`config.mk`:
```
export PLATFORM = sky130hd
export DESIGN_NAME = dbl_top
export DESIGN_NICKNAME = d
export VERILOG_FILES = /design/src/dbl_pkg.sv /design/src/dbl_top.sv
export SDC_FILE = /design/constraint.sdc
export NUM_CORES = 1
export LEC_CHECK = 0
export ABC_AREA = 1
export BUFFER_PORTS_ARGS = -buffer_cell sky130_fd_sc_hd__buf_2
export CAP_MARGIN = 20
export CORE_UTILIZATION = 51
export CTS_CLUSTER_DIAMETER = 150
export DETAILED_ROUTE_END_ITERATION = 12
export HOLD_SLACK_MARGIN = 0.12
export PLACE_DENSITY = 0.8
export SETUP_SLACK_MARGIN = 0.15
export SYNTH_ARGS = -nofsm -noshare
export SYNTH_HDL_FRONTEND = slang
export SYNTH_SLANG_ARGS = --single-unit
```
`constraint.sdc`:
```
create_clock -name clk -period 1.8 [get_ports clk]
set_input_delay 0.09 -clock clk [delete_from_list [all_inputs] [get_ports clk]]
set_output_delay 0.09 -clock clk [all_outputs]
set_load 0.01 [all_outputs]
```
`src/dbl_pkg.sv`:
```
package dbl_pkg;

  // ------------------------------------------------------------
  // register map
  // ------------------------------------------------------------
  localparam logic [7:0] ADDR_LIMIT = 8'h00;
  localparam logic [7:0] ADDR_CTRL = 8'h04;
  localparam logic [7:0] ADDR_STAT = 8'h08;
  localparam int CTRL_EN_BIT = 0;
  localparam int CTRL_TIME_BIT = 1;
  localparam int CTRL_DIR_BIT = 2;
  localparam int CTRL_GO_BIT = 3;
  localparam logic [7:0] LIMIT_RESET = 8'h00;
  localparam logic [1:0] RESP_OKAY = 2'b00;
  localparam logic [1:0] RESP_SLVERR = 2'b10;

  // ------------------------------------------------------------
  // timing
  // ------------------------------------------------------------
  localparam int TICK_NS = 100;
  localparam int CLK_NS = 40;
  localparam int TICK_CYC = (TICK_NS + CLK_NS - 1) / CLK_NS;
  localparam logic [1:0] TICK_LAST = 2'(TICK_CYC - 1);

  // control fields gathered together
  typedef struct packed {
    logic go;
    logic dir_read;
    logic time_not_count_select;
    logic burst_limit_enable;
  } dbl_ctrl_t;

endpackage : dbl_pkg

```
`src/dbl_top.sv`:
```
// Chosen here: the AXI4-Lite interface to the registers and the placing of the registers.
`timescale 1ns/1ps
`default_nettype none

// Summary of operation
// - 8-bit read/write burst limit register
// - disabled: request held until FIFO full/empty
// - timeout: drop request at next FIFO access
// - timeout counting starts at first acknowledge
// - byte count: drop after programmed transfers
// - after drop, reassert only once acknowledge gone
// - write stores retained limit value
// - each request assertion reloads counting part
// - count per 3 clocks (120 ns) or per transfer
// - read returns counting part
// - independent of general timer
module dbl_top
(
  // clock and reset
  input wire logic clk,
  input wire logic nrst,
  // axi4-lite write address and data
  input wire logic [7:0] awaddr,
  input wire logic awvalid,
  output logic awready,
  input wire logic [31:0] wdata,
  input wire logic [3:0] wstrb,
  input wire logic wvalid,
  output logic wready,
  output logic [1:0] bresp,
  output logic bvalid,
  input wire logic bready,
  // axi4-lite read
  input wire logic [7:0] araddr,
  input wire logic arvalid,
  output logic arready,
  output logic [31:0] rdata,
  output logic [1:0] rresp,
  output logic rvalid,
  input wire logic rready,
  // fifo state from the transfer engine
  input wire logic fifo_full,
  input wire logic fifo_empty,
  // dma pins
  input wire logic dack_n,
  output logic drq
);

  // ------------------------------------------------------------
  // declarations
  // ------------------------------------------------------------
  dbl_pkg::dbl_ctrl_t ctrl_q;
  logic [7:0] mem_q;
  logic [7:0] cnt_q;
  logic [1:0] dack_sync_q;
  logic [1:0] full_sync_q;
  logic [1:0] empty_sync_q;
  logic dack_q;
  logic counting_q;
  logic expired_q;
  logic [1:0] tick_q;
  logic [7:0] aw_q;
  logic aw_have_q;
  logic [31:0] w_q;
  logic [3:0] ws_q;
  logic w_have_q;
  logic dack_now;
  logic dack_rise;
  logic stop_cond;
  logic raise_req;
  logic tick;
  logic wr_fire;

  typedef enum logic [2:0]
  {
    ST_IDLE = 3'b001,
    ST_REQ = 3'b010,
    ST_HOLD = 3'b100
  } dbl_state_t;
  dbl_state_t st_q;

  // ------------------------------------------------------------
  // input synchronisers
  // ------------------------------------------------------------
  // two stages before any logic sees the pins
  always_ff @(posedge clk or negedge nrst)
  begin
    if (!nrst)
    begin
      dack_sync_q <= 2'b11;
      full_sync_q <= 2'b00;
      empty_sync_q <= 2'b00;
      dack_q <= 1'b0;
    end
    else
    begin
      dack_sync_q <= {dack_sync_q[0], dack_n};
      full_sync_q <= {full_sync_q[0], fifo_full};
      empty_sync_q <= {empty_sync_q[0], fifo_empty};
      dack_q <= dack_now;
    end
  end

  assign dack_now = ~dack_sync_q[1];
  assign dack_rise = dack_now & ~dack_q;

  // ------------------------------------------------------------
  // axi4-lite slave
  // ------------------------------------------------------------
  assign wr_fire = aw_have_q & w_have_q & ~bvalid;

  // write channels are taken in either order
  always_ff @(posedge clk or negedge nrst)
  begin
    if (!nrst)
    begin
      awready <= 1'b1;
      wready <= 1'b1;
      aw_have_q <= 1'b0;
      w_have_q <= 1'b0;
      aw_q <= 8'h00;
      w_q <= 32'h0000_0000;
      ws_q <= 4'h0;
      bvalid <= 1'b0;
      bresp <= dbl_pkg::RESP_OKAY;
    end
    else
    begin
      if (awvalid && awready)
      begin
        aw_q <= awaddr;
        aw_have_q <= 1'b1;
        awready <= 1'b0;
      end
      if (wvalid && wready)
      begin
        w_q <= wdata;
        ws_q <= wstrb;
        w_have_q <= 1'b1;
        wready <= 1'b0;
      end
      if (wr_fire)
      begin
        bvalid <= 1'b1;
        bresp <= (aw_q == dbl_pkg::ADDR_LIMIT ||
                  aw_q == dbl_pkg::ADDR_CTRL ||
                  aw_q == dbl_pkg::ADDR_STAT) ?
                 dbl_pkg::RESP_OKAY : dbl_pkg::RESP_SLVERR;
        aw_have_q <= 1'b0;
        w_have_q <= 1'b0;
      end
      if (bvalid && bready)
      begin
        bvalid <= 1'b0;
        awready <= 1'b1;
        wready <= 1'b1;
      end
    end
  end

  // retained limit and control written from the bus
  always_ff @(posedge clk or negedge nrst)
  begin
    if (!nrst)
    begin
      mem_q <= dbl_pkg::LIMIT_RESET;
      ctrl_q <= '0;
    end
    else if (wr_fire && ws_q[0])
    begin
      if (aw_q == dbl_pkg::ADDR_LIMIT)
        mem_q <= w_q[7:0];
      if (aw_q == dbl_pkg::ADDR_CTRL)
        ctrl_q <= dbl_pkg::dbl_ctrl_t'(w_q[3:0]);
    end
  end

  // read channel, one cycle answer
  always_ff @(posedge clk or negedge nrst)
  begin
    if (!nrst)
    begin
      arready <= 1'b1;
      rvalid <= 1'b0;
      rdata <= 32'h0000_0000;
      rresp <= dbl_pkg::RESP_OKAY;
    end
    else if (arvalid && arready)
    begin
      arready <= 1'b0;
      rvalid <= 1'b1;
      rresp <= dbl_pkg::RESP_OKAY;
      unique case (araddr)
        dbl_pkg::ADDR_LIMIT: rdata <= {24'h00_0000, cnt_q};
        dbl_pkg::ADDR_CTRL: rdata <= {28'h000_0000, ctrl_q};
        dbl_pkg::ADDR_STAT: rdata <= {29'h0000_0000, expired_q,
                                      counting_q, drq};
        default:
        begin
          rdata <= 32'h0000_0000;
          rresp <= dbl_pkg::RESP_SLVERR;
        end
      endcase
    end
    else if (rvalid && rready)
    begin
      rvalid <= 1'b0;
      arready <= 1'b1;
    end
  end

  // ------------------------------------------------------------
  // request state machine
  // ------------------------------------------------------------
  // own counter only, no link to any other timer
  assign stop_cond = ctrl_q.dir_read ? empty_sync_q[1] : full_sync_q[1];
  assign raise_req = (st_q == ST_IDLE) && ctrl_q.go && !stop_cond;
  assign tick = (tick_q == dbl_pkg::TICK_LAST);
  always_ff @(posedge clk or negedge nrst)
  begin
    if (!nrst)
    begin
      st_q <= ST_IDLE;
      drq <= 1'b0;
    end
    else
    begin
      unique case (st_q)
        ST_IDLE:
          if (raise_req)
          begin
            st_q <= ST_REQ;
            drq <= 1'b1;
          end
        ST_REQ:
          // fifo limit always ends the burst
          if (stop_cond)
          begin
            st_q <= ST_IDLE;
            drq <= 1'b0;
          end
          else if (ctrl_q.burst_limit_enable && dack_rise && (expired_q ||
                   (!ctrl_q.time_not_count_select && cnt_q == 8'hFF)))
          begin
            st_q <= ST_HOLD;
            drq <= 1'b0;
          end
        ST_HOLD:
          if (!dack_now)
            st_q <= ST_IDLE;
        default:
        begin
          st_q <= ST_IDLE;
          drq <= 1'b0;
        end
      endcase
    end
  end
  // ------------------------------------------------------------
  // counting part
  // ------------------------------------------------------------
  always_ff @(posedge clk or negedge nrst)
  begin
    if (!nrst)
    begin
      cnt_q <= dbl_pkg::LIMIT_RESET;
      counting_q <= 1'b0;
      expired_q <= 1'b0;
      tick_q <= 2'b00;
    end
    else if (raise_req)
    begin
      cnt_q <= mem_q;
      counting_q <= 1'b0;
      expired_q <= 1'b0;
      tick_q <= 2'b00;
    end
    else if (st_q == ST_REQ)
    begin
      if (ctrl_q.time_not_count_select)
      begin
        if (dack_rise)
          counting_q <= 1'b1;
        if (counting_q && !expired_q)
        begin
          tick_q <= tick ? 2'b00 : tick_q + 2'b01;
          if (tick)
          begin
            cnt_q <= cnt_q + 8'h01;
            expired_q <= (cnt_q == 8'hFF);
          end
        end
      end
      else if (dack_rise && !expired_q)
      begin
        cnt_q <= cnt_q + 8'h01;
        expired_q <= (cnt_q == 8'hFF);
      end
    end
  end
endmodule : dbl_top
`default_nettype wire

```
# After elaboration in Yosys (flattened, before gate mapping)
# Cells that the tools add are included.
# W data, S select, Z words.
[totals] output_inout_bits=42 in_bits=62 elab_cells=139 reg_bits=95
[op_classes] muxes=48 add_sub_neg=2 n_eq_ne=14 n_reduce_logical=40 n_bitwise=7
[ops] operator="$mux W8" n=6
[ops] operator="$mux W1" n=28
[ops] operator="$pmux W8 S3" n=1
[ops] operator="$reduce_bool A2 Y1" n=10
[ops] operator="$eq A8 B3 Y1 const B" n=2
[ops] operator="$eq A8 B4 Y1 const B" n=2
[ops] operator="$logic_not A8 Y1" n=2
[ops] operator="$mux W2" n=7
[ops] operator="$logic_and A1 B1 Y1" n=13
[ops] operator="$mux W3" n=4
[ops] operator="$reduce_and A3 Y1" n=4
[ops] operator="$pmux W3 S3" n=1
[ops] operator="$add A8 B1 Y8 const B" n=1
[ops] operator="$eq A8 B8 Y1 const B" n=1
[ops] operator="$ne A3 B1 Y1 const B" n=2
[ops] operator="$ne A2 B2 Y1 const B" n=2
[ops] operator="$not A1 Y1" n=4
[ops] operator="$reduce_and A2 Y1" n=2
[ops] operator="$reduce_and A4 Y1" n=1
[ops] operator="$and A1 B1 Y1" n=3
[ops] operator="$eq A3 B1 Y1 const B" n=1
[ops] operator="$eq A3 B2 Y1 const B" n=1
[ops] operator="$eq A3 B3 Y1 const B" n=1
[ops] operator="$logic_not A1 Y1" n=3
[ops] operator="other kinds (7)" n=9

# Logic depth before layout (Yosys ltp)
# Gate-level depths: netlist of run 1.
[depth] word_depth=7 ltp_mapped=10 mapped_depth_nobuf=10

# Worst setup path before layout of run 1
# Ideal clock, no wire load.
[synth_timing] kind="reg-to-reg" start="register st_q[0]" end="register cnt_q[6]" path_stages_with_launch=7 period_less_slack_ns=1.263 n_path_buf=1 slack_ns=0.537 t_arrival_ns=1.139 setup_ns=0.124 required_ns=1.676 path_cell_list="dfstp_2 -> nand3_1 -> inv_1 -> nand3_1 -> buf_4 -> nand3_1 -> nand3_1"
[synth_between] elab_chain_len=5 elab_cells_between_ends=10 classes_between="eq/ne: 4; mux: 1; reduce/logical: 5"
[synth_rtl] item="from (decl)" line="dbl_top.sv:80" text="dbl_state_t st_q;"
[synth_rtl] item="from (signal assigned)" line="dbl_top.sv:223" text="st_q <= ST_IDLE;"
[synth_rtl] item="from (signal assigned)" line="dbl_top.sv:232" text="st_q <= ST_REQ;"
[synth_rtl] item="from (signal assigned)" line="dbl_top.sv:239" text="st_q <= ST_IDLE;"
[synth_rtl] item="$eq A3 B1 Y1" line="dbl_top.sv:217" text="assign raise_req = (st_q == ST_IDLE) && ctrl_q.go && !stop_cond;"
[synth_rtl] item="$logic_and A1 B1 Y1 (2 in a row)" line="dbl_top.sv:217"
[synth_rtl] item="$ne A3 B1 Y1 (no line), or another cell as far along"
[synth_rtl] item="$reduce_and A4 Y1 (no line)"
[synth_rtl] item="to (signal assigned)" line="dbl_top.sv:266" text="cnt_q <= dbl_pkg::LIMIT_RESET;"
[synth_rtl] item="to (signal assigned)" line="dbl_top.sv:273" text="cnt_q <= mem_q;"
[synth_rtl] item="to (signal assigned)" line="dbl_top.sv:289" text="cnt_q <= cnt_q + 8'h01;"
[synth_rtl] item="to (decl)" line="dbl_top.sv:54" text="logic [7:0] cnt_q;"
# Parallel ways exist; a longest one is shown, timed or not.
# A chain may end at the register's enable or synchronous reset.

# Worst setup path in the final report of run 1
[layout_timing] start="register awready" end="register awready"
[layout_between] elab_chain_len=2
[layout_rtl] item="from (decl)" line="dbl_top.sv:25" text="output logic awready,"
[layout_rtl] item="from (signal assigned)" line="dbl_top.sv:117" text="awready <= 1'b1;"
[layout_rtl] item="from (signal assigned)" line="dbl_top.sv:133" text="awready <= 1'b0;"
[layout_rtl] item="from (signal assigned)" line="dbl_top.sv:155" text="awready <= 1'b1;"
[layout_rtl] item="$logic_and A1 B1 Y1" line="dbl_top.sv:129" text="if (awvalid && awready)"
[layout_rtl] item="$reduce_bool A2 Y1 (no line)"
# Every way passes these cells.

==> results by group, run 1 <==
STA
  – Worst slew pin tran: 0.565 ns
  – Rel. slew slack: 0.623
  – Setup Viol. Count Final: 0
  – F_max: 0.671 GHz
  – Setup_tns: 0 ns
  – Final worst-path setup slack: 0.310 ns
  – Final Hold Violating Endpoints: 0
  – Final period util: 0.828
  – RSZ-0062 raised after global routing: no
  – Post-layout min period: 1.49 ns
  – Pins Over Slew Limit: 0
  – Clock skew: 0.0107 ns

Routing
  – Final wirelength: 6350 µm
  – Via count: 2629
  – Drt wl/cell: 11.6 µm
  – Post-route antenna net violation count: 0
  – Residual DRC count: 0
  – Drt first pass iters: 5
  – Initial DRC count: 133
  – Routed vias/inst: 4.79

Setup path
  – Critical path startpoint category: flip-flop
  – Reg2Reg Launch Point: awready$_DFFE_PN1P_
  – Crit path cell chain: inv_1, o21ai_0, dlygate4sd3_1
  – Slowest CP cell: dlygate4sd3_1
  – Critical path's top delay family: buffers and inverters
  – Worst path required time: 2.08 ns
  – Crit path kind: reg2reg
  – R2R setup slack: 0.31 ns
  – R2R cell count: 3
  – Critical path arrival: 1.77 ns
  – Worst Path Buf+Inv: 2
  – CP max stage delay: 0.63 ns
  – CP endpoint kind: flip-flop
  – Crit path max fanout: 3
  – Reg2reg end: awready$_DFFE_PN1P_

Placed design
  – Setup WS pre-CTS: 0.296 ns
  – Routability congestion estimate: 0.781
  – Post-DP HPWL: 4140 µm
  – IO buf count: 50

Clock network
  – Clock-pin slew on the worst setup and hold paths: 0.08 ns
  – Root Buffer: clkbuf_8
  – TritonCTS clock tree: built
  – Clock Latency Late Sink: 0.34 ns
  – Number of buffers created by CTS: 9
  – Clock Sinks: 69
  – CTS Buffer Depth: 2
  – H-tree levels: 3

Yosys
  – Flops & latches, synth: 69
  – Post-synthesis sequential area ratio: 0.532
  – Synth Warn #: 0
  – Synth top area cells: dfrtp_1 (48%), nand2_1 (13%), nand3_1 (6.8%)
  – Average size of a mapped cell: 8.58 µm²
  – Leading area contributor after synthesis: dfrtp_1
  – EDFF count, synth: 0
  – Main synth FF type: dfrtp_1
  – Asr flop ratio synth: 1.00
  – Syn Inst Count: 380
  – Yosys top cell area share: 0.484
  – Netlist Area Pre-Place: 3260 µm²
  – Netlist cell types: 34

Global route
  – GR Util All Layers: 0.210
  – Initial antenna violation count: 0
  – Gr ovfl total: 0
  – First-pass GRT wire length: 10400 µm
  – Largest net degree at the start of global routing: 48
  – Number of global-route vias before repair: 2408

Hold path
  – Hold Path Depth: 5
  – WHS Endpoint: arready$_DFFE_PN1P_
  – Hold wc startpoint: arvalid
  – Hold Crit Class: in2reg

Power
  – PwrDens: 1160 nW/µm²
  – Final Total Pwr: 0.00465 W
  – Leakage power: 2.13 nW
  – VDD IR-drop max: 0.865 mV

Layout
  – Fin util: 0.665
  – Ratio of cells with drive above 1 in the final layout: 0.203
  – Area Growth Syn to Fin: 23.0%
  – Most common cell after layout, fill and taps aside: nand2_1
  – Nets: 532
  – Antenna diode count: 0
  – Most frequent cells in the layout: nand2_1 (114), dfrtp_1 (63), buf_2 (50), nand3_1 (43), inv_1 (41)

Run
  – Number of max-cap violations: 0

Floorplan
  – Die height: 81.9 µm
  – Initial Util: 0.541
  – Core area: 6030 µm²
  – Ports: 104
  – Row count: 28
  – Die area: 6710 µm²
  – Die X: 81.9 µm

Status
  – Status: finished, final reports clean
## final cells by class
type	instances	area [µm²]
clock buffers	11	131
clock inverters	5	60.1
fillers	476	2020
inverters	44	165
multi-input cells	261	1230
flip-flops and latches	69	1730
well taps	75	93.8
repair buffers	84	591
## where the power goes
part           total [W]  internal [W]  switching [W]
Clock            0.00122      0.000646       0.000574
Sequential       0.00226       0.00199       0.000273
Combinational    0.00117      0.000466       0.000702
Total            0.00465       0.00310        0.00155
## worst reg2reg max path, delay by kind of cell, from the launching register on
| family | cells | cell delay (ns) |
|---|---|---|
| buffers and inverters | 2 | 0.67 |
| flip-flops | 1 | 0.55 |
| AO/OA/AOI/OAI | 1 | 0.21 |
## layer usage
layer,up-vias,share of wire,GRT usage,wire length [µm]
met3,5,0.049,0.0667,313
met4,0,0.0046,0.0719,29
met2,83,0.52,0.372,3320
met5,-,0,0,0
met1,1207,0.42,0.237,2690
li1,1334,-,-,-
## synth_stat cells (2+ instances only)
master / count
nand2_1: 114
xor2_1: 4
or2_2: 2
a211oi_1: 2
inv_1: 41
o21ai_0: 19
a21oi_1: 2
nand2_2: 2
dfstp_2: 6
nor2_2: 2
nor2_1: 15
nor3_1: 4
dfrtp_1: 63
clkbuf_1: 2
o21ai_2: 8
nand3_1: 44
clkinv_1: 2
buf_4: 27
o21ai_1: 6
## per-stage QoR
stage / hold WS, ns / std cells / instance area, µm²
finish: 0.195 / 549 / 4010
global route: 0.196 / 549 / 4010
CTS: 0.172 / 549 / 4000
detailed placement: 0.117 / 504 / 3520
global placement: 0.104 / 504 / 3520
floorplan: -0.206 / 405 / 3350
## kinds of logic after synthesis
group | after synthesis | share of synthesized area
compound gates | 40 | 0.0741
xor+xnor | 5 | 0.0134
fa+ha+maj | 1 | 0.00384
buf+inv | 75 | 0.120
flops | 69 | 0.532
other cells | 1 | 0.00115
simple gates | 189 | 0.255
## worst max-delay path by stage
stage	start	to	slack, ns	cells past startpoint
after detailed placement	st_q[0]$_DFFE_PN1P_	cnt_q[2]$_DFFE_PN0P_	0.30	6
after global placement	st_q[0]$_DFFE_PN1P_	cnt_q[0]$_DFFE_PN0P_	0.30	6
final	awready$_DFFE_PN1P_	awready$_DFFE_PN1P_	0.31	3
after global routing	cnt_q[0]$_DFFE_PN0P_	drq$_DFFE_PN0P_	0.19	10
after floorplan	st_q[0]$_DFFE_PN1P_	cnt_q[6]$_DFFE_PN0P_	0.54	6
after CTS	st_q[0]$_DFFE_PN1P_	cnt_q[2]$_DFFE_PN0P_	0.28	6
## what timing repair did
item / in CTS / in global routing
buffers inserted: 0 / 0
setup endpoints to repair: 0 / 1
hold endpoints to repair: 48 / 0
hold buffers: 29 / 0
gates resized for setup: 0 / 1
## registers in the layout, summed over array words and instances, names as in the netlist, 3 cells and up
| name | flops |
|---|---|
| w_q | 8 |
| mem_q | 8 |
| st_q | 3 |
| rdata | 8 |
| ctrl_q | 4 |
| cnt_q | 8 |
| aw_q | 8 |
No activity file was read; power rests on OpenSTA's default activity.
==> run 2: changes to the inputs <==
--- a/config.mk
+++ b/config.mk
@@ -8,11 +8,11 @@
 export ABC_AREA = 1
 export BUFFER_PORTS_ARGS = -buffer_cell sky130_fd_sc_hd__buf_2
 export CAP_MARGIN = 20
-export CORE_UTILIZATION = 51
+export CORE_UTILIZATION = 46
 export CTS_CLUSTER_DIAMETER = 150
 export DETAILED_ROUTE_END_ITERATION = 12
 export HOLD_SLACK_MARGIN = 0.12
-export PLACE_DENSITY = 0.8
+export PLACE_DENSITY = 0.76
 export SETUP_SLACK_MARGIN = 0.15
 export SYNTH_ARGS = -nofsm -noshare
 export SYNTH_HDL_FRONTEND = slang
==> constraint.sdc (replaced) <==
create_clock -name clk -period 1.3 [get_ports clk]
set_input_delay 0.065 -clock clk [delete_from_list [all_inputs] [get_ports clk]]
set_output_delay 0.065 -clock clk [all_outputs]
set_load 0.01 [all_outputs]
==> run 2 against run 1 <==
Compared with the run above:
- the flow now finishes with violations (setup timing)
- cell area increased by 17%
- combinational power increased by 88%
- worst setup slack got worse by 0.43 ns
- cell count increased by 9.5%
- sequential power increased by 38%
- power increased by 46%
- core utilization increased by 1.8 points
- fmax increased by 4.9%
- largest cell class unchanged
- routed wire length increased by 21%
- global-route usage increased by 0.13 points
- clock power increased by 20%
==> results by group, run 2 (synthesized netlist as in run 1, its figures left out) <==
Setup path
  – Slowest CP cell: dfrtp_1 (was dlygate4sd3_1)
  – Worst Path Buf+Inv: 0 (was 2)
  – Critical path startpoint category: flip-flop (unchanged)
  – Crit path max fanout: 4 (was 3)
  – CP endpoint kind: flip-flop (unchanged)
  – CP max stage delay: 0.36 ns (was 0.63 ns)
  – Crit path cell chain: ha_2, nand2_2, nor2_4, nand3_2, nand2_2, nand2_2, nand2_2, nand2_1, nand2_1, nand2_1 (was inv_1, o21ai_0, dlygate4sd3_1)
  – Crit path kind: reg2reg (unchanged)
  – Critical path's top delay family: simple AND/OR/NAND/NOR gates (was buffers and inverters)
  – Critical path arrival: 1.66 ns (was 1.77 ns)
  – CP dominant cell by count: nand2_2
  – Worst path required time: 1.54 ns (was 2.08 ns)

Clock network
  – H-tree levels: 3 (unchanged)
  – Clock-pin slew on the worst setup and hold paths: 0.08 ns (about the same)
  – Root Buffer: clkbuf_8 (unchanged)
  – Clock Sinks: 69 (unchanged)
  – TritonCTS clock tree: built (unchanged)
  – Clock Latency Late Sink: 0.35 ns (was 0.34 ns)
  – Number of buffers created by CTS: 9 (unchanged)
  – CTS Buffer Depth: 2 (unchanged)

Global route
  – Number of global-route vias before repair: 2789 (was 2408)
  – GR Util All Layers: 0.211 (was 0.210)
  – First-pass GRT wire length: 12000 µm (was 10400 µm)
  – Initial antenna violation count: 0 (unchanged)
  – Largest net degree at the start of global routing: 37 (was 48)
  – Gr ovfl total: 0 (unchanged)

Routing
  – Final wirelength: 7670 µm (was 6350 µm)
  – Initial DRC count: 123 (was 133)
  – Drt wl/cell: 12.8 µm (was 11.6 µm)
  – Routed vias/inst: 4.68 (was 4.79)
  – Drt first pass iters: 5 (unchanged)
  – Residual DRC count: 0 (unchanged)
  – Post-route antenna net violation count: 0 (unchanged)
  – Via count: 2811 (was 2629)

STA
  – Pins Over Slew Limit: 0 (unchanged)
  – Clock skew: 0.0108 ns (was 0.0107 ns)
  – RSZ-0062 raised after global routing: yes (was no)
  – Post-layout min period: 1.42 ns (was 1.49 ns)
  – Setup_tns: -0.845 ns (was 0 ns)
  – Final period util: 1.09 (was 0.828)
  – Final Hold Violating Endpoints: 0 (unchanged)
  – Setup Viol. Count Final: 20 (was 0)
  – F_max: 0.704 GHz (was 0.671 GHz)
  – Final worst-path setup slack: -0.120 ns (was 0.310 ns)

Placed design
  – DP Area: 3750 µm² (was 3520 µm²)
  – Post-DP HPWL: 4510 µm (was 4140 µm)
  – IO buf count: 50 (unchanged)
  – Routability congestion estimate: 0.819 (was 0.781)
  – Setup WS pre-CTS: -0.0856 ns (was 0.296 ns)

Layout
  – Antenna diode count: 0 (unchanged)
  – Fin area: 4670 µm² (was 4010 µm²)
  – Most common cell after layout, fill and taps aside: nand2_1 (unchanged)
  – Fin util: 0.684 (was 0.665)
  – Nets: 564 (was 532)
  – Most frequent cells in the layout: nand2_1 (96), dfrtp_1 (63), buf_2 (50), inv_1 (32), dlygate4sd3_1 (27) (was nand2_1 (114), dfrtp_1 (63), buf_2 (50), nand3_1 (43), inv_1 (41))
  – Area Growth Syn to Fin: 43.3% (was 23.0%)
  – Ratio of cells with drive above 1 in the final layout: 0.386 (was 0.203)

Floorplan
  – Initial Util: 0.477 (was 0.541)
  – Die X: 86.2 µm (was 81.9 µm)
  – Row count: 30 (was 28)
  – Core area: 6830 µm² (was 6030 µm²)
  – Die area: 7430 µm² (was 6710 µm²)
  – Die height: 86.2 µm (was 81.9 µm)
  – Ports: 104 (unchanged)

Power
  – VDD IR-drop max: 0.905 mV (was 0.865 mV)
  – Leakage power: 2.42 nW (was 2.13 nW)
  – PwrDens: 1450 nW/µm² (was 1160 nW/µm²)

Run
  – Number of max-cap violations: 0 (unchanged)

Hold path
  – Hold Crit Class: in2reg (unchanged)

Status
  – Failing checks: setup timing
  – Status: finished, violations left (was finished, final reports clean)
run 2: changes by cell type in the layout (fill, tap and decap cells not counted), sizes merged:
cell / before / now
buf: 55 / 87
dlygate4sd3: 29 / 27
clkbuf: 11 / 12
bufinv: 1 / 0
inv: 43 / 42
clkinv: 4 / 5
nand3: 46 / 47
run 2: worst register-to-register path: cells and delay by family, from the launching register on:
kind / cells / cell delay [ns]
adder cells (fa/ha/maj): 1 / 0.20
AND/OR/NAND/NOR: 9 / 0.75
flip-flops: 1 / 0.36
run 2: area by class of cell:
class | instances | area (µm²)
Multi-Input combinational cell | 262 | 1560
Timing Repair inverter | 1 | 16.3
Fill cell | 538 | 2160
Inverter | 44 | 186
Timing Repair Buffer | 114 | 898
Clock buffer | 12 | 135
Sequential cell | 69 | 1730
Clock inverter | 3 | 15.0
Tap cell | 96 | 120
run 2: power breakdown:
part           leakage, nW  internal, W  switching (W)
Sequential           0.891      0.00276       0.000376
Clock               0.0800     0.000674       0.000783
Combinational         1.45     0.000939        0.00126
run 2: what timing repair did:
item,4_1_cts,5_1_grt
gates cloned,2,1
endpoints found under the hold margin,91,0
pin swaps,18,25
resized for setup,44,48
setup buffers,5,7
endpoints found under the setup margin,38,31
hold buffers,27,0
run 2: stage by stage:
| stage | total power (W) | cells | hold slack [ns] |
|---|---|---|---|
| floorplan | 0.00427 | 405 | -0.231 |
| global placement | 0.00476 | 544 | 0.0488 |
| detailed placement | 0.00487 | 544 | 0.0536 |
| CTS | 0.00657 | 593 | 0.137 |
| global route | 0.00724 | 601 | 0.188 |
| finish | 0.00679 | 601 | 0.150 |
run 2: final timing paths:
kind	endpoint	cells after the start	start	slack, ns
max	drq$_DFFE_PN0P_	10	cnt_q[0]$_DFFE_PN0P_	-0.12
min	rvalid$_DFFE_PN0P_	4	arvalid	0.15
max reg2reg	drq$_DFFE_PN0P_	10	cnt_q[0]$_DFFE_PN0P_	-0.12
min reg2reg	full_sync_q[1]$_DFF_PN0_	0	full_sync_q[0]$_DFF_PN0_	0.35
max in group asynchronous	w_q[7]$_DFFE_PN0P_	3	nrst	0.51
min in group asynchronous	rdata[3]$_DFFE_PN0P_	2	nrst	0.22
run 2: routing by layer:
metal  wire (µm)  up-vias  track usage
met2        3950       87        0.374
met3         359       12       0.0629
met5           0        -            0
met1        3230     1314        0.244
li1            -     1398            -
met4         137        0       0.0712
==> run 3: changes to the inputs <==
--- a/config.mk
+++ b/config.mk
@@ -14,6 +14,7 @@
 export HOLD_SLACK_MARGIN = 0.12
 export PLACE_DENSITY = 0.76
 export SETUP_SLACK_MARGIN = 0.15
+export SKIP_LAST_GASP = 1
 export SYNTH_ARGS = -nofsm -noshare
 export SYNTH_HDL_FRONTEND = slang
 export SYNTH_SLANG_ARGS = --single-unit
==> run 3 against run 2 <==
Compared with the run above:
- the run still ends with setup timing left
- cell count is 0.17% lower
- sequential share of layout area rose by 0.49 points
- first-iteration DRC count down 13%
- global-route usage is essentially flat
- cell area shrank 1.2%
- clock-buffer cell count unchanged
- fmax grew 1.2%
- die area is the same
- via count decreased by 0.46%
- sequential power is essentially flat
- sequential cell count stayed put
- clock skew decreased by 0.0022 ns
- critical endpoint unchanged
- largest power group unchanged
==> results by group, run 3 (synthesized netlist as in run 1, its figures left out) <==
STA
  – Hold Slack: 0.153 ns (was 0.150 ns)
  – Post-layout min period: 1.40 ns (was 1.42 ns)
  – Final Hold Violating Endpoints: 0 (unchanged)
  – Clock skew: 0.00860 ns (was 0.0108 ns)
  – Setup Viol. Count Final: 14 (was 20)
  – Final worst-path setup slack: -0.103 ns (was -0.120 ns)
  – Pins Over Slew Limit: 0 (unchanged)
  – Final period util: 1.08 (was 1.09)
  – RSZ-0062 raised after global routing: yes (unchanged)
  – F_max: 0.713 GHz (was 0.704 GHz)

Global route
  – First-pass GRT wire length: 12000 µm (about the same)
  – Number of global-route vias before repair: 2785 (was 2789)
  – Initial antenna violation count: 0 (unchanged)
  – GR Util All Layers: 0.211 (about the same)
  – Largest net degree at the start of global routing: 37 (unchanged)
  – Gr ovfl total: 0 (unchanged)

Power
  – Sw Share: 0.354 (was 0.357)
  – Clock Power Share: 0.215 (about the same)
  – Part of the power in registers: 0.466 (was 0.461)
  – Internal: 0.00434 W (was 0.00437 W)
  – Combinational power share: 0.319 (was 0.324)
  – VDD IR-drop max: 0.900 mV (was 0.905 mV)
  – PwrDens: 1460 nW/µm² (was 1450 nW/µm²)
  – Leakage power: 2.39 nW (was 2.42 nW)
  – Net Switching: 0.00237 W (was 0.00242 W)

Layout
  – Most common cell after layout, fill and taps aside: nand2_1 (unchanged)
  – Area Growth Syn to Fin: 41.5% (was 43.3%)
  – Ratio of cells with drive above 1 in the final layout: 0.379 (was 0.386)
  – Fin area: 4610 µm² (was 4670 µm²)
  – Antenna diode count: 0 (unchanged)
  – Fillers: 553 (was 538)
  – Most frequent cells in the layout: nand2_1 (98), dfrtp_1 (62), buf_2 (50), inv_1 (33), dlygate4sd3_1 (27) (was nand2_1 (96), dfrtp_1 (63), buf_2 (50), inv_1 (32), dlygate4sd3_1 (27))
  – Nets: 563 (was 564)

Setup path
  – Crit path cell chain: ha_2, nand2_2, nor2_4, nand3_2, nand2_2, nand2_2, nand2_2, nand2_1, nand2_1, nand2_1 (unchanged)
  – Critical path startpoint category: flip-flop (unchanged)
  – Worst path required time: 1.54 ns (about the same)
  – Crit path kind: reg2reg (unchanged)
  – CP max stage delay: 0.37 ns (was 0.36 ns)
  – CP dominant cell by count: nand2_2 (unchanged)
  – Critical path arrival: 1.64 ns (was 1.66 ns)
  – R2R cell count: 10 (unchanged)
  – Reg2reg end: drq$_DFFE_PN0P_ (unchanged)
  – Slowest CP cell: dfrtp_1 (unchanged)
  – CP endpoint kind: flip-flop (unchanged)
  – Reg2Reg Launch Point: cnt_q[1]$_DFFE_PN0P_ (was cnt_q[0]$_DFFE_PN0P_)
  – R2R setup slack: -0.10 ns (was -0.12 ns)
  – Crit path max fanout: 4 (unchanged)

Placed design
  – DP Area: 3750 µm² (unchanged)
  – IO buf count: 50 (unchanged)
  – Routability congestion estimate: 0.819 (unchanged)
  – Post-DP HPWL: 4510 µm (unchanged)
  – Setup WS pre-CTS: -0.0856 ns (unchanged)

Floorplan
  – Die height: 86.2 µm (unchanged)
  – Die area: 7430 µm² (unchanged)
  – Core area: 6830 µm² (unchanged)
  – Ports: 104 (unchanged)
  – Initial Util: 0.477 (unchanged)
  – Die X: 86.2 µm (unchanged)
  – Row count: 30 (unchanged)

Status
  – Status: finished, violations left (unchanged)
  – Failing checks: setup timing (unchanged)

Routing
  – Drt wl/cell: 12.4 µm (was 12.8 µm)
  – Final wirelength: 7450 µm (was 7670 µm)
  – Via count: 2798 (was 2811)
  – Post-route antenna net violation count: 0 (unchanged)
  – Routed vias/inst: 4.66 (was 4.68)
  – Residual DRC count: 0 (unchanged)
  – Drt first pass iters: 4 (was 5)
  – Initial DRC count: 107 (was 123)

Clock network
  – H-tree levels: 3 (unchanged)
  – CTS Buffer Depth: 2 (unchanged)
  – Root Buffer: clkbuf_8 (unchanged)
  – Clock Sinks: 69 (unchanged)
  – TritonCTS clock tree: built (unchanged)
  – Number of buffers created by CTS: 9 (unchanged)
  – Clock Latency Late Sink: 0.34 ns (was 0.35 ns)
  – Clock-pin slew on the worst setup and hold paths: 0.07 ns (was 0.08 ns)

Hold path
  – WHS Endpoint: rvalid$_DFFE_PN0P_ (unchanged)
  – Hold Crit Class: in2reg (unchanged)
  – Hold Path Depth: 4 (unchanged)
  – Hold wc startpoint: arvalid (unchanged)

Run
  – Number of max-cap violations: 0 (unchanged)
## run 3: power by group through the flow
stage	Combinational, W	Clock (W)	Sequential, W
floorplan	0.00114	0	0.00313
global route	0.00240	0.00157	0.00320
global placement	0.00166	0	0.00310
finish	0.00214	0.00144	0.00313
detailed placement	0.00173	0	0.00314
CTS	0.00198	0.00148	0.00311
## run 3: worst max-delay path: cells and delay by family (launching register included)
family                   cells  cell delay (ns)
AND/OR/NAND/NOR              9             0.72
flip-flops                   1             0.37
adder cells (fa/ha/maj)      1             0.21
## run 3: metal layers
layer | share of wire | GRT usage
met1 | 0.42 | 0.244
met2 | 0.52 | 0.374
met4 | 0.018 | 0.0712
met3 | 0.044 | 0.0629
met5 | 0 | 0
## run 3: worst max-delay path by stage
stage | start | endpoint | slack (ns) | depth (start not counted)
3_5_place_dp | st_q[2]$_DFFE_PN0P_ | tick_q[0]$_DFFE_PN0P_ | -0.09 | 7
2_1_floorplan | aw_q[1]$_DFFE_PN0P_ | mem_q[5]$_DFFE_PN0P_ | 0.05 | 6
6_report | cnt_q[1]$_DFFE_PN0P_ | drq$_DFFE_PN0P_ | -0.10 | 10
3_3_place_gp | aw_q[1]$_DFFE_PN0P_ | mem_q[4]$_DFFE_PN0P_ | -0.01 | 5
5_1_grt | cnt_q[1]$_DFFE_PN0P_ | drq$_DFFE_PN0P_ | -0.19 | 10
4_1_cts | aw_q[1]$_DFFE_PN0P_ | mem_q[3]$_DFFE_PN0P_ | -0.06 | 5
## run 3: stage by stage
step | total power (W) | cells | util | setup TNS [ns]
after floorplan | 0.00427 | 405 | - | 0
after global placement | 0.00476 | 544 | 0.549 | -0.0507
after detailed placement | 0.00487 | 544 | 0.549 | -0.648
after CTS | 0.00657 | 593 | 0.644 | -0.525
after global routing | 0.00717 | 600 | 0.675 | -2.23
final | 0.00671 | 600 | 0.675 | -0.695
## run 3: timing repair
item                       4_1_cts  5_1_grt
gates resized for setup         38       44
cloned                           2        1
hold endpoints to repair        91        0
setup endpoints to repair       38       31
setup buffers                    5        6
hold buffers                    27        0
pin swaps                       15       21
## run 3: layout make-up
| class | instances | area, µm² | area share |
|---|---|---|---|
| Clock buffer | 12 | 135 | 0.0293 |
| Clock inverter | 3 | 15.0 | 0.00326 |
| Inverter | 44 | 184 | 0.0399 |
| Multi-Input combinational cell | 262 | 1520 | 0.329 |
| Sequential cell | 69 | 1740 | 0.376 |
| Tap cell | 96 | 120 | 0.0260 |
| Timing Repair Buffer | 113 | 887 | 0.192 |
| Timing Repair inverter | 1 | 16.3 | 0.00353 |
